## config.mk

```make
export PLATFORM = sky130hd
export DESIGN_NAME = swd_decoder
export DESIGN_NICKNAME = d
export VERILOG_FILES = /design/src/shared/swd_pkg.sv /design/src/shared/swd_tap_if.sv /design/src/core/swd_onehot.sv /design/src/core/swd_decoder.sv
export VERILOG_INCLUDE_DIRS = /design/src /design/src/shared
export SDC_FILE = /design/constraint.sdc
export NUM_CORES = 1
export LEC_CHECK = 0
export BUFFER_PORTS_ARGS = -buffer_cell sky130_fd_sc_hd__buf_2
export CAP_MARGIN = 20
export CORE_MARGIN = 10
export CORE_UTILIZATION = 35
export DETAILED_ROUTE_END_ITERATION = 8
export MAX_ROUTING_LAYER = met4
export PLACE_DENSITY = 0.71
export SYNTH_ARGS = -nofsm -noshare
export SYNTH_HDL_FRONTEND = slang
export SYNTH_SLANG_ARGS = --single-unit
```

## constraint.sdc

```tcl
create_clock -name core_clk_i -period 1.3 [get_ports core_clk_i]
set_input_delay 0 -clock core_clk_i [delete_from_list [all_inputs] [get_ports core_clk_i]]
set_output_delay 0 -clock core_clk_i [all_outputs]
set_load 0.005 [all_outputs]
```

## src/shared/swd_regs.svh

```systemverilog
// reset values and decode constants for the shift value decoder
`ifndef SWD_REGS_SVH
`define SWD_REGS_SVH
`define SWD_SSV_RESET 7'h40
`define SWD_ZERO_LIMIT 7'h20
`define SWD_FULL_LIMIT 7'h60
`define SWD_TAP_OFFSET 7'h20
`define SWD_TAP_ZERO 7'h00
`define SWD_TAP_FULL 7'h40
`define SWD_TAP_COUNT 65
`define SWD_CMD_VALID 8'h00
`define SWD_TAP_MID 7'h20
`define SWD_RD_RESET 8'h00
`endif

```

## src/shared/swd_pkg.sv

```systemverilog
// types shared by the shift value decoder
package swd_pkg;
	typedef enum logic [1:0] {
		SWD_IDLE,
		SWD_ARMED,
		SWD_ACK_HIGH
	} swd_wr_state_t;
	typedef struct packed {
		logic [6:0] shift_value;
		logic [6:0] pending;
		swd_wr_state_t wr_state;
		logic [7:0] rd_data;
		logic rd_valid;
	} swd_state_t;
endpackage

```

## src/shared/swd_tap_if.sv

```systemverilog
// tap value carried from the register core to the one-hot switch decoder
interface swd_tap_if;
	logic [6:0] tap;
	logic [64:0] sw;
	modport src (output tap, input sw);
	modport dec (input tap, output sw);
endinterface

```

## src/core/swd_onehot.sv

```systemverilog
// one-hot ladder switch decoder for the tap value
`include "swd_regs.svh"
module swd_onehot
	import swd_pkg::*;
#(
	parameter int TAPS = `SWD_TAP_COUNT
) (
	swd_tap_if.dec tif
);
	genvar g;
	generate
		for (g = 0; g < TAPS; g++) begin : g_sw
			assign tif.sw[g] = (tif.tap == 7'(g));
		end
	endgenerate
endmodule

```

## src/core/swd_decoder.sv

```systemverilog
// serial shift value register and tap select decoder
// Contract
// only the low seven bits of a written data byte are stored, the top bit is dropped.
// a stored value of 20h or less gives tap select 00h.
// a stored value of 60h or more gives tap select 40h.
// stored values 21h through 5Fh give tap select equal to the value minus 20h.
// stored value 40h gives tap 20h and is the power-on value.
// writing C0h reads back 40h and gives the same tap as writing 40h.
// writes update the stored value, reads return it, never the tap select.
// the tap select addresses 65 positions and closes exactly one switch.
// new data takes effect on the falling edge of the acknowledge after the last byte.
// reset loads the stored value with 40h, giving tap 20h.
// a non-zero command code blocks both the write and the read.
// read data carries a zero top bit followed by the seven stored bits.
// the tap select is combinational from the stored value alone.
`include "swd_regs.svh"
module swd_decoder
	import swd_pkg::*;
(
	// clock and reset
	input wire logic core_clk_i,
	input wire logic nrst_i,
	// write side from the bus engine
	input wire logic wr_byte_i,
	input wire logic [7:0] wr_data_i,
	input wire logic ack_i,
	input wire logic abort_i,
	// command code and read path
	input wire logic [7:0] cmd_code_i,
	input wire logic rd_req_i,
	output logic rd_valid_o,
	output logic [7:0] rd_data_o,
	// ladder side
	output logic [6:0] tap_o,
	output logic [64:0] switch_o,
	output logic [6:0] shift_value_o
);
	logic rst_meta_q;
	logic rst_n_q;
	swd_state_t st_q;
	swd_state_t st_d;
	logic cmd_ok;
	logic [6:0] tap_c;
	logic rd_take;
	swd_tap_if tif ();

	always_ff @(posedge core_clk_i or negedge nrst_i) begin
		if (!nrst_i) begin
			rst_meta_q <= 1'b0;
			rst_n_q <= 1'b0;
		end else begin
			rst_meta_q <= 1'b1;
			rst_n_q <= rst_meta_q;
		end
	end

	assign cmd_ok = (cmd_code_i == `SWD_CMD_VALID);
	assign rd_take = rd_req_i && cmd_ok;

	// the byte is held until its acknowledge falls; a stop or restart before the acknowledge rises drops it
	always_comb begin
		st_d = st_q;
		st_d.rd_valid = rd_take;
		if (rd_take) begin
			st_d.rd_data = {1'b0, st_q.shift_value};
		end
		case (st_q.wr_state)
			SWD_IDLE: begin
				if (wr_byte_i && cmd_ok) begin
					st_d.pending = wr_data_i[6:0];
					st_d.wr_state = ack_i ? SWD_ACK_HIGH : SWD_ARMED;
				end
			end
			SWD_ARMED: begin
				if (abort_i) begin
					st_d.wr_state = SWD_IDLE;
				end else if (ack_i) begin
					st_d.wr_state = SWD_ACK_HIGH;
				end
			end
			SWD_ACK_HIGH: begin
				if (!ack_i) begin
					st_d.shift_value = st_q.pending;
					st_d.wr_state = SWD_IDLE;
				end
			end
			default: st_d.wr_state = SWD_IDLE;
		endcase
	end

	always_ff @(posedge core_clk_i or negedge rst_n_q) begin
		if (!rst_n_q) begin
			st_q.shift_value <= `SWD_SSV_RESET;
			st_q.pending <= `SWD_SSV_RESET;
			st_q.wr_state <= SWD_IDLE;
			st_q.rd_data <= `SWD_RD_RESET;
			st_q.rd_valid <= 1'b0;
		end else begin
			st_q <= st_d;
		end
	end

	// pure function of the stored value only
	always_comb begin
		if (st_q.shift_value <= `SWD_ZERO_LIMIT) begin
			tap_c = `SWD_TAP_ZERO;
		end else if (st_q.shift_value >= `SWD_FULL_LIMIT) begin
			tap_c = `SWD_TAP_FULL;
		end else begin
			tap_c = st_q.shift_value - `SWD_TAP_OFFSET;
		end
	end

	assign tif.tap = tap_c;
	swd_onehot #(.TAPS(`SWD_TAP_COUNT)) u_onehot (.tif(tif));

	assign tap_o = tap_c;
	assign switch_o = tif.sw;
	assign shift_value_o = st_q.shift_value;
	assign rd_data_o = st_q.rd_data;
	assign rd_valid_o = st_q.rd_valid;
endmodule

```

# After elaboration in Yosys (flattened, before gate mapping)
# Cells that the tools add are included.
[totals] ff_bits=26 inputBits=22
[classes] n_addsub=1 n_lt_le_gt_ge=2 n_eq_ne=69 n_mux=8 n_bitwise=1 reduce_logical=8
[ops] op="$eq A7 B6 Y1 const B" n=32
[ops] op="$eq A7 B5 Y1 const B" n=16
[ops] op="$eq A7 B4 Y1 const B" n=8
[ops] op="$eq A7 B3 Y1 const B" n=4
[ops] op="$eq A7 B2 Y1 const B" n=2
[ops] op="$mux W7" n=2
[ops] op="$mux W2" n=5
[ops] op="$logic_not A8 Y1" n=1
[ops] op="$eq A7 B1 Y1 const B" n=1
[ops] op="$eq A7 B7 Y1 const B" n=1
[ops] op="$ge A7 B7 Y1 const B" n=1
[ops] op="$le A7 B6 Y1 const B" n=1
[ops] op="$logic_not A7 Y1" n=1
[ops] op="$sub A7 B6 Y7 const B" n=1
[ops] op="$pmux W2 S3" n=1
[ops] op="$ne A2 B2 Y1 const B" n=2
[ops] op="$reduce_and A2 Y1" n=2
[ops] op="$ne A3 B3 Y1 const B" n=1
[ops] op="$reduce_and A3 Y1" n=1
[ops] op="$eq A2 B1 Y1 const B" n=1
[ops] op="$eq A2 B2 Y1 const B" n=1
[ops] op="$logic_and A1 B1 Y1" n=2
[ops] op="$logic_not A2 Y1" n=1
[ops] op="$not A1 Y1" n=1

# Depth between registers and ports, before layout
# Gate-level depths: netlist of run 1.
[depth] ltp_word=4 depth_mapped=5

# Cells and area by module
# Synthesis of run 1 repeated with hierarchy kept, for this count alone.
[unflattened] cells_unflattened=183 area_unflattened_um2=1722.9
[modules_own_cells] module="swd_decoder" n_inst=1 cells_each=87 area_each_um2=1219.9 seq_area_each_um2=653.1
[modules_own_cells] module="swd_onehot" n_inst=1 cells_each=96 area_each_um2=503.0 seq_area_each_um2=0.0

# Worst setup path after synthesis of run 1
# Ideal clock, no wire load.
[synth_path] path_kind="flip-flop to output port" from="reg st_q, in the netlist shift_value_o[6]" to="out switch_o[40]" arrival_time_ns=1.351 path_slack_ns=-0.051 path_stages_with_launch=5 path_cell_list="dfstp_2 -> xor2_1 -> buf_2 -> nand2_1 -> nor2_1"
[synth_between] elab_chain_len=4
[synth_rtl] item="start, declared" line="swd_decoder.sv:40" text="swd_state_t st_q;"
[synth_rtl] item="start signal, assigned" line="swd_decoder.sv:99" text="st_q <= st_d;"
[synth_rtl] item="$sub A7 B6 Y7 (no line) or $ge A7 B7 Y1 (tied branches)"
[synth_rtl] item="$mux W7" line="swd_decoder.sv:107" text="end else if (st_q.shift_value >= `SWD_FULL_LIMIT) begin"
[synth_rtl] item="$mux W7 *" line="swd_decoder.sv:105" text="if (st_q.shift_value <= `SWD_ZERO_LIMIT) begin"
[synth_rtl] item="$eq A7 B6 Y1 *" line="swd_onehot.sv:13" text="assign tif.sw[g] = (tif.tap == 7'(g));"
[synth_rtl] item="end, declared" line="swd_decoder.sv:35" text="output logic [64:0] switch_o,"
# Every way passes the cells marked *; elsewhere a longest branch is shown, timed or not.

# Worst setup path in the final report of run 1
[layout_path] from="reg st_q, in the netlist shift_value_o[6]" to="out switch_o[57]"
# Same word-level chain as after synthesis.

==> flow_metrics.py, run 1 <==
metrics = {
    "setup_path": {
        "cp.arrival_ps": 1790,
        "critPathLaunchType": "flop",
        "crit_type": "flop to primary output",
        "worst_setup_path_end_kind": "primary output",
        "required_ps": 1300,
        "crit_fanout": 6,
    },
    "placement": {
        "dp_hpwl_um": 4970,
        "routabilityCongestion": 0.953,
        "io_buffer_count": 107,
    },
    "synth": {
        "syn-mean-instance-area_sq_um": 8.41,
        "synthesis.area_sq_mm": 0.00172,
        "syn-num-nets": 226,
        "synth_cell_types": 33,
        "synthCells": 204,
        "yosysSeqAreaShare_pct": 38.1,
        "ys_ff_latch": 26,
        "ys_warn_count": 0,
    },
    "routing": {
        "wl_per_cell_um": 17.6,
        "ant_nets": 0,
        "dr_total_vias": 1977,
        "top_layer_used": "met4",
        "wirelength_um": 7140,
        "met1_length_um": 2910,
        "drc": 0,
        "routed_via_density": 4.88,
        "wl_met2_um": 3620,
        "drtIter0Drc": 50,
        "wl_met3_um": 511,
        "first_pass_iters": 4,
    },
    "timing": {
        "finalCritPeriodShare_pct": 137,
        "grt_setup_unrepaired": "true",
        "fin_ws_ps": -485,
        "setup_violations": 70,
        "clock.fmax_mhz": 560,
        "slew_viol_final": 0,
        "fin_crit_ps": 1790,
        "tns_ps": -21790,
        "holdWs_ps": 5.47,
        "hold_viol": 0,
        "skew_ps": 3.25,
    },
    "grt": {
        "antenna_found_initial": 0,
        "grt_max_degree": 22,
        "grt_pass1_vias": 1998,
        "grt_pass1_wl_um": 10200,
        "grt_overflow": 0,
        "grt.total_usage_pct": 14.9,
    },
    "die": {
        "dieWidth_um": 90.0,
        "ios": 110,
        "die_area_sq_mm": 0.00810,
        "initial_core_util_pct": 36.3,
        "coreArea_sq_mm": 0.00472,
        "row_count": 25,
        "fp.dieH_um": 90.0,
    },
    "hold_path": {
        "min_path_type": "primary input to flop",
    },
    "clock_network": {
        "cts_sinks": 26,
        "cts_tree": "yes",
        "path_clk_slew_ps": 80,
        "htree_levels": 1,
        "cts_made_buffers": 3,
        "clock_latency_ps": 260,
        "cts_root_buf": "clkbuf_8",
        "clockBufferDepth": 2,
    },
    "power_and_ir_drop": {
        "p_total_mw": 1.40,
        "ir_worst_vdd_uv": 795,
        "p_leak_nw": 1.65,
        "pwr_density_cell_mw_per_mm2": 454,
    },
    "run_status": {
        "status": "complete, but fails checks",
        "violations": "setup timing",
    },
    "final_layout": {
        "final_common_cell": "buf_2",
        "n_antenna_cell": 0,
        "fillers": 345,
        "areaGrowthSynthToFinish_pct": 80.2,
        "layout-drive-gt1-share_pct": 71.0,
        "nNetsFinal": 362,
        "layout_common_cells": "buf_2 (102), nor2_1 (40), buf_4 (24)",
    },
    "flow_run": {
        "drv_cap": 0,
    },
}
==> critical path, cell delays in order (launching register included) <==
cell     delay [ps]
dfstp_2         570
nor2b_1         220
buf_6           190
buf_12          130
nand2_2          60
nor2_1          170
buf_2           170
==> flip-flops by register name, indices dropped and copies added, names as in the netlist <==
register,flops
rst_n_q,1
rd_data_o,7
st_q,9
shift_value_o,7
rd_valid_o,1
rst_meta_q,1
==> cells in the mapped netlist <==
master    number  area share (%)
nor3_1         3            0.88
nand3_2        1            0.58
and2_1         8             2.9
a21o_1         1            0.44
inv_1          1            0.22
and4_1         1            0.51
nand2b_1       1            0.36
clkbuf_1       7             1.5
nand4_1        2            0.73
nor3b_2        1            0.73
buf_4         15             6.6
dfrtp_1       24              35
mux2_1         1            0.66
conb_1         2            0.44
and3b_1        1            0.51
a21oi_1        3            0.88
dfstp_2        2             3.1
nand3_1       10             2.9
mux2_2        20              13
and3_1         2            0.73
nor3b_1        1            0.44
a211oi_1       2            0.88
nor2b_1        5             1.8
nand3b_1       1            0.44
buf_2          4             1.2
nor2_1        60              13
nand2_1       18             3.9
nand4_4        1             1.2
nor4_4         2             2.5
o21ai_0        1            0.29
or3b_2         1            0.51
xor2_1         1            0.51
or3_1          1            0.36
==> layer usage <==
metal  up-vias  GRT usage, %
met1       933          15.9
met2       112          28.0
met4         0          2.25
li1        921             -
met3        11          3.41
met5         -             -
==> layout make-up <==
cell class | count | area [sq um] | share of cell area, %
clock buffer | 3 | 41.3 | 1.34
inverter | 1 | 3.75 | 0.121
multi-input combinational | 151 | 1260 | 40.9
sequential | 26 | 661 | 21.4
tap | 67 | 83.8 | 2.71
timing repair buffer | 157 | 1040 | 33.6
==> metrics by stage <==
stage | setup slack, ps | cells | util (%) | cell area, sq um
after floorplan | 4.00 | 204 | - | 1720
after global placement | -43.0 | 377 | 50.2 | 2370
after detailed placement | -95.9 | 377 | 50.2 | 2370
after CTS | -319 | 397 | 59.5 | 2810
after global routing | -539 | 405 | 65.4 | 3090
final | -485 | 405 | 65.4 | 3090
==> kinds of logic after synthesis <==
| family | after synthesis | share of synthesized area (%) |
|---|---|---|
| AO/OA/AOI/OAI | 7 | 2.48 |
| XOR/XNOR | 1 | 0.511 |
| buffers and inverters | 27 | 9.48 |
| flip-flops | 26 | 38.1 |
| multiplexers | 21 | 13.8 |
| other | 2 | 0.438 |
| AND/OR/NAND/NOR | 120 | 35.2 |
==> final timing paths <==
check | startpoint | to | slack [ps] | depth (start not counted)
max in group asynchronous | rst_n_q | shift_value_o[6] | 710 | 1
worst max-delay path | shift_value_o[6] | switch_o[57] | -490 | 6
worst min register to register | rst_n_q | st_q[9] | 60 | 0
worst min-delay path | abort_i | st_q[9] | 5 | 4
min in group asynchronous | nrst_i | rst_meta_q | 50 | 2
worst max register to register | shift_value_o[3] | shift_value_o[3] | 60 | 4
==> timing repair <==
item,4_1_cts,5_1_grt
gates cloned,0,0
pin swaps,16,22
hold buffers,9,0
endpoints found under the hold margin,11,0
gates resized for setup,62,54
buffers inserted,9,9
setup endpoints to repair,70,79
==> power by group <==
group          total [mW]  internal [mW]  leakage, nW  switching (mW)
Clock               0.439          0.207       0.0216           0.232
Sequential          0.834          0.824        0.340          0.0104
Combinational       0.129         0.0698         1.28          0.0588
Power figures use the tool's default switching activity.
==> inputs of run 2 (changes only) <==
--- a/config.mk
+++ b/config.mk
@@ -11,8 +11,9 @@
 export CORE_MARGIN = 10
 export CORE_UTILIZATION = 35
 export DETAILED_ROUTE_END_ITERATION = 8
+export GPL_TIMING_DRIVEN = 0
 export MAX_ROUTING_LAYER = met4
-export PLACE_DENSITY = 0.71
+export PLACE_DENSITY = 0.75
 export SYNTH_ARGS = -nofsm -noshare
 export SYNTH_HDL_FRONTEND = slang
 export SYNTH_SLANG_ARGS = --single-unit
==> run 2 against run 1 <==
  * The run still ends with setup timing left
  * Core utilization increased by 5.6 points
  * Sequential share of layout area decreased by 1.8 points
  * Total power increased by 17%
  * Final cell count increased by 3.7%
  * First-iteration DRC count decreased by 28%
  * Highest routed layer unchanged
==> flow_metrics.py, run 2 (same netlist as run 1, synthesis figures left out) <==
metrics = {
    "grt": {
        "grt_pass1_vias": 2032,
        "grt.total_usage_pct": 15.1,
        "grt_max_degree": 25,
        "antenna_found_initial": 0,
        "grt_pass1_wl_um": 10300,
        "grt_overflow": 0,
    },
    "placement": {
        "dp_hpwl_um": 4840,
        "placedCellCount": 378,
        "dpl_cell_area_sq_mm": 0.00234,
        "pre_cts_ws_ps": -313,
        "routabilityCongestion": 0.817,
        "io_buffer_count": 107,
    },
    "final_layout": {
        "final_util_pct": 71.1,
        "multi_input_area_sq_mm": 0.00131,
        "regMostFlops": "st_q",
        "n_antenna_cell": 0,
        "fillers": 330,
        "areaGrowthSynthToFinish_pct": 95.7,
        "layout_common_cells": "buf_2 (101), buf_4 (33), nor2_1 (32)",
        "largest_reg_flops": 9,
        "stdcell_area_sq_mm": 0.00336,
        "nNetsFinal": 376,
        "final_common_cell": "buf_2",
        "layout-drive-gt1-share_pct": 74.2,
        "regArea_sq_um": 657,
        "stdcell_count": 420,
    },
    "timing": {
        "holdWs_ps": 10.2,
        "fin_ws_ps": -510,
        "clock.fmax_mhz": 553,
        "hold_viol": 0,
        "finalCritPeriodShare_pct": 139,
        "slew_viol_final": 0,
        "fin_crit_ps": 1810,
        "setup_violations": 70,
        "grt_setup_unrepaired": "true",
        "skew_ps": 2.48,
    },
    "die": {
        "fp.dieH_um": 90.0,
        "row_count": 25,
        "dieWidth_um": 90.0,
        "die_area_sq_mm": 0.00810,
        "initial_core_util_pct": 36.3,
        "coreArea_sq_mm": 0.00472,
        "ios": 110,
    },
    "routing": {
        "first_pass_iters": 4,
        "wl_per_cell_um": 16.4,
        "drc": 0,
        "dr_total_vias": 2046,
        "routed_via_density": 4.87,
        "drtIter0Drc": 36,
        "wirelength_um": 6890,
        "ant_nets": 0,
    },
    "power_and_ir_drop": {
        "swShare_pct": 19.7,
        "p_int_mw": 1.32,
        "pwr-share-seq_pct": 50.8,
        "p_sw_uw": 322,
        "p_comb_share_pct": 8.8,
        "ir_worst_vdd_uv": 563,
        "p_leak_nw": 1.72,
        "pwr_density_cell_mw_per_mm2": 489,
        "pwr-share-clk_pct": 40.3,
    },
    "clock_network": {
        "cts_made_buffers": 3,
        "htree_levels": 1,
        "path_clk_slew_ps": 90,
        "cts_tree": "yes",
        "clockBufferDepth": 2,
        "cts_sinks": 26,
        "clock_latency_ps": 270,
        "cts_root_buf": "clkbuf_8",
    },
    "hold_path": {
        "whs_path_depth": 3,
        "min_path_type": "primary input to flop",
        "min_to": "st_q[10]",
        "hp-start": "wr_byte_i",
    },
    "flow_run": {
        "drv_cap": 0,
    },
    "setup_path": {
        "reg2reg_setup_slack_ps": 30,
        "required_ps": 1300,
        "crit_fanout": 6,
        "cp.arrival_ps": 1810,
        "reg2reg_depth": 3,
        "critPathLaunchType": "flop",
        "rr_startpoint": "st_q[10]",
        "worst_setup_path_end_kind": "primary output",
        "timing.rr.end": "shift_value_o[2]",
        "crit_type": "flop to primary output",
    },
    "run_status": {
        "violations": "setup timing",
        "status": "complete, but fails checks",
    },
}
## run 2: cell count changes in the layout (fill, tap and decap cells not counted), sizes merged
cell	change
buf	+10
clkbuf	+3
dlygate4sd3	+1
bufinv	+1
## run 2: area by class of cell
| cell class | instances | area share (%) |
|---|---|---|
| Multi-Input combinational cell | 151 | 38.9 |
| Timing Repair Buffer | 145 | 29.0 |
| Sequential cell | 26 | 19.6 |
| Buffer | 26 | 7.79 |
| Tap cell | 67 | 2.50 |
| Clock buffer | 3 | 1.23 |
| Clock inverter | 1 | 0.895 |
| Inverter | 1 | 0.112 |
## run 2: stage by stage
step | total power [mW] | TNS [ps]
final | 1.64 | -26030
after global routing | 1.73 | -33080
after CTS | 1.63 | -22920
after detailed placement | 0.936 | -14550
after global placement | 0.934 | -13360
after floorplan | 0.884 | 0
## run 2: how the worst max path moves through the flow
stage | from | to | depth (start not counted) | slack (ps)
2_1_floorplan | shift_value_o[6] | switch_o[32] | 5 | 4
3_3_place_gp | shift_value_o[3] | switch_o[41] | 5 | -340
3_5_place_dp | shift_value_o[6] | switch_o[41] | 5 | -310
4_1_cts | shift_value_o[6] | switch_o[15] | 6 | -430
5_1_grt | shift_value_o[6] | switch_o[47] | 6 | -590
6_report | shift_value_o[6] | switch_o[47] | 6 | -510
## run 2: layer usage
layer	global-route usage [%]	wire length, um	part of all wire, %
met4	3.58	27	0.39
met5	-	0	0
met3	3.66	504	7.3
met2	25.2	3550	52
met1	18.0	2810	41
## run 2: power groups by stage
| stage | clock [mW] | combinational [mW] | sequential [mW] |
|---|---|---|---|
| global placement | 0 | 0.0744 | 0.859 |
| detailed placement | 0 | 0.0760 | 0.860 |
| CTS | 0.673 | 0.112 | 0.845 |
| global route | 0.731 | 0.158 | 0.836 |
| floorplan | 0 | 0.0304 | 0.854 |
| finish | 0.662 | 0.145 | 0.834 |
## run 2: timing repair
action | 4_1_cts | 5_1_grt
pin swaps | 24 | 21
cloned | 2 | 0
hold buffers | 10 | 0
hold endpoints to repair | 11 | 0
resized for setup | 82 | 70
buffers inserted | 14 | 12
setup endpoints to repair | 86 | 77
## run 2: critical path: stages (launching register included)
cell and delay (ps):
dfstp_2 580, buf_12 110, xor2_4 140, buf_6 150, nand4_1 210, nor2_1 200
buf_2 140
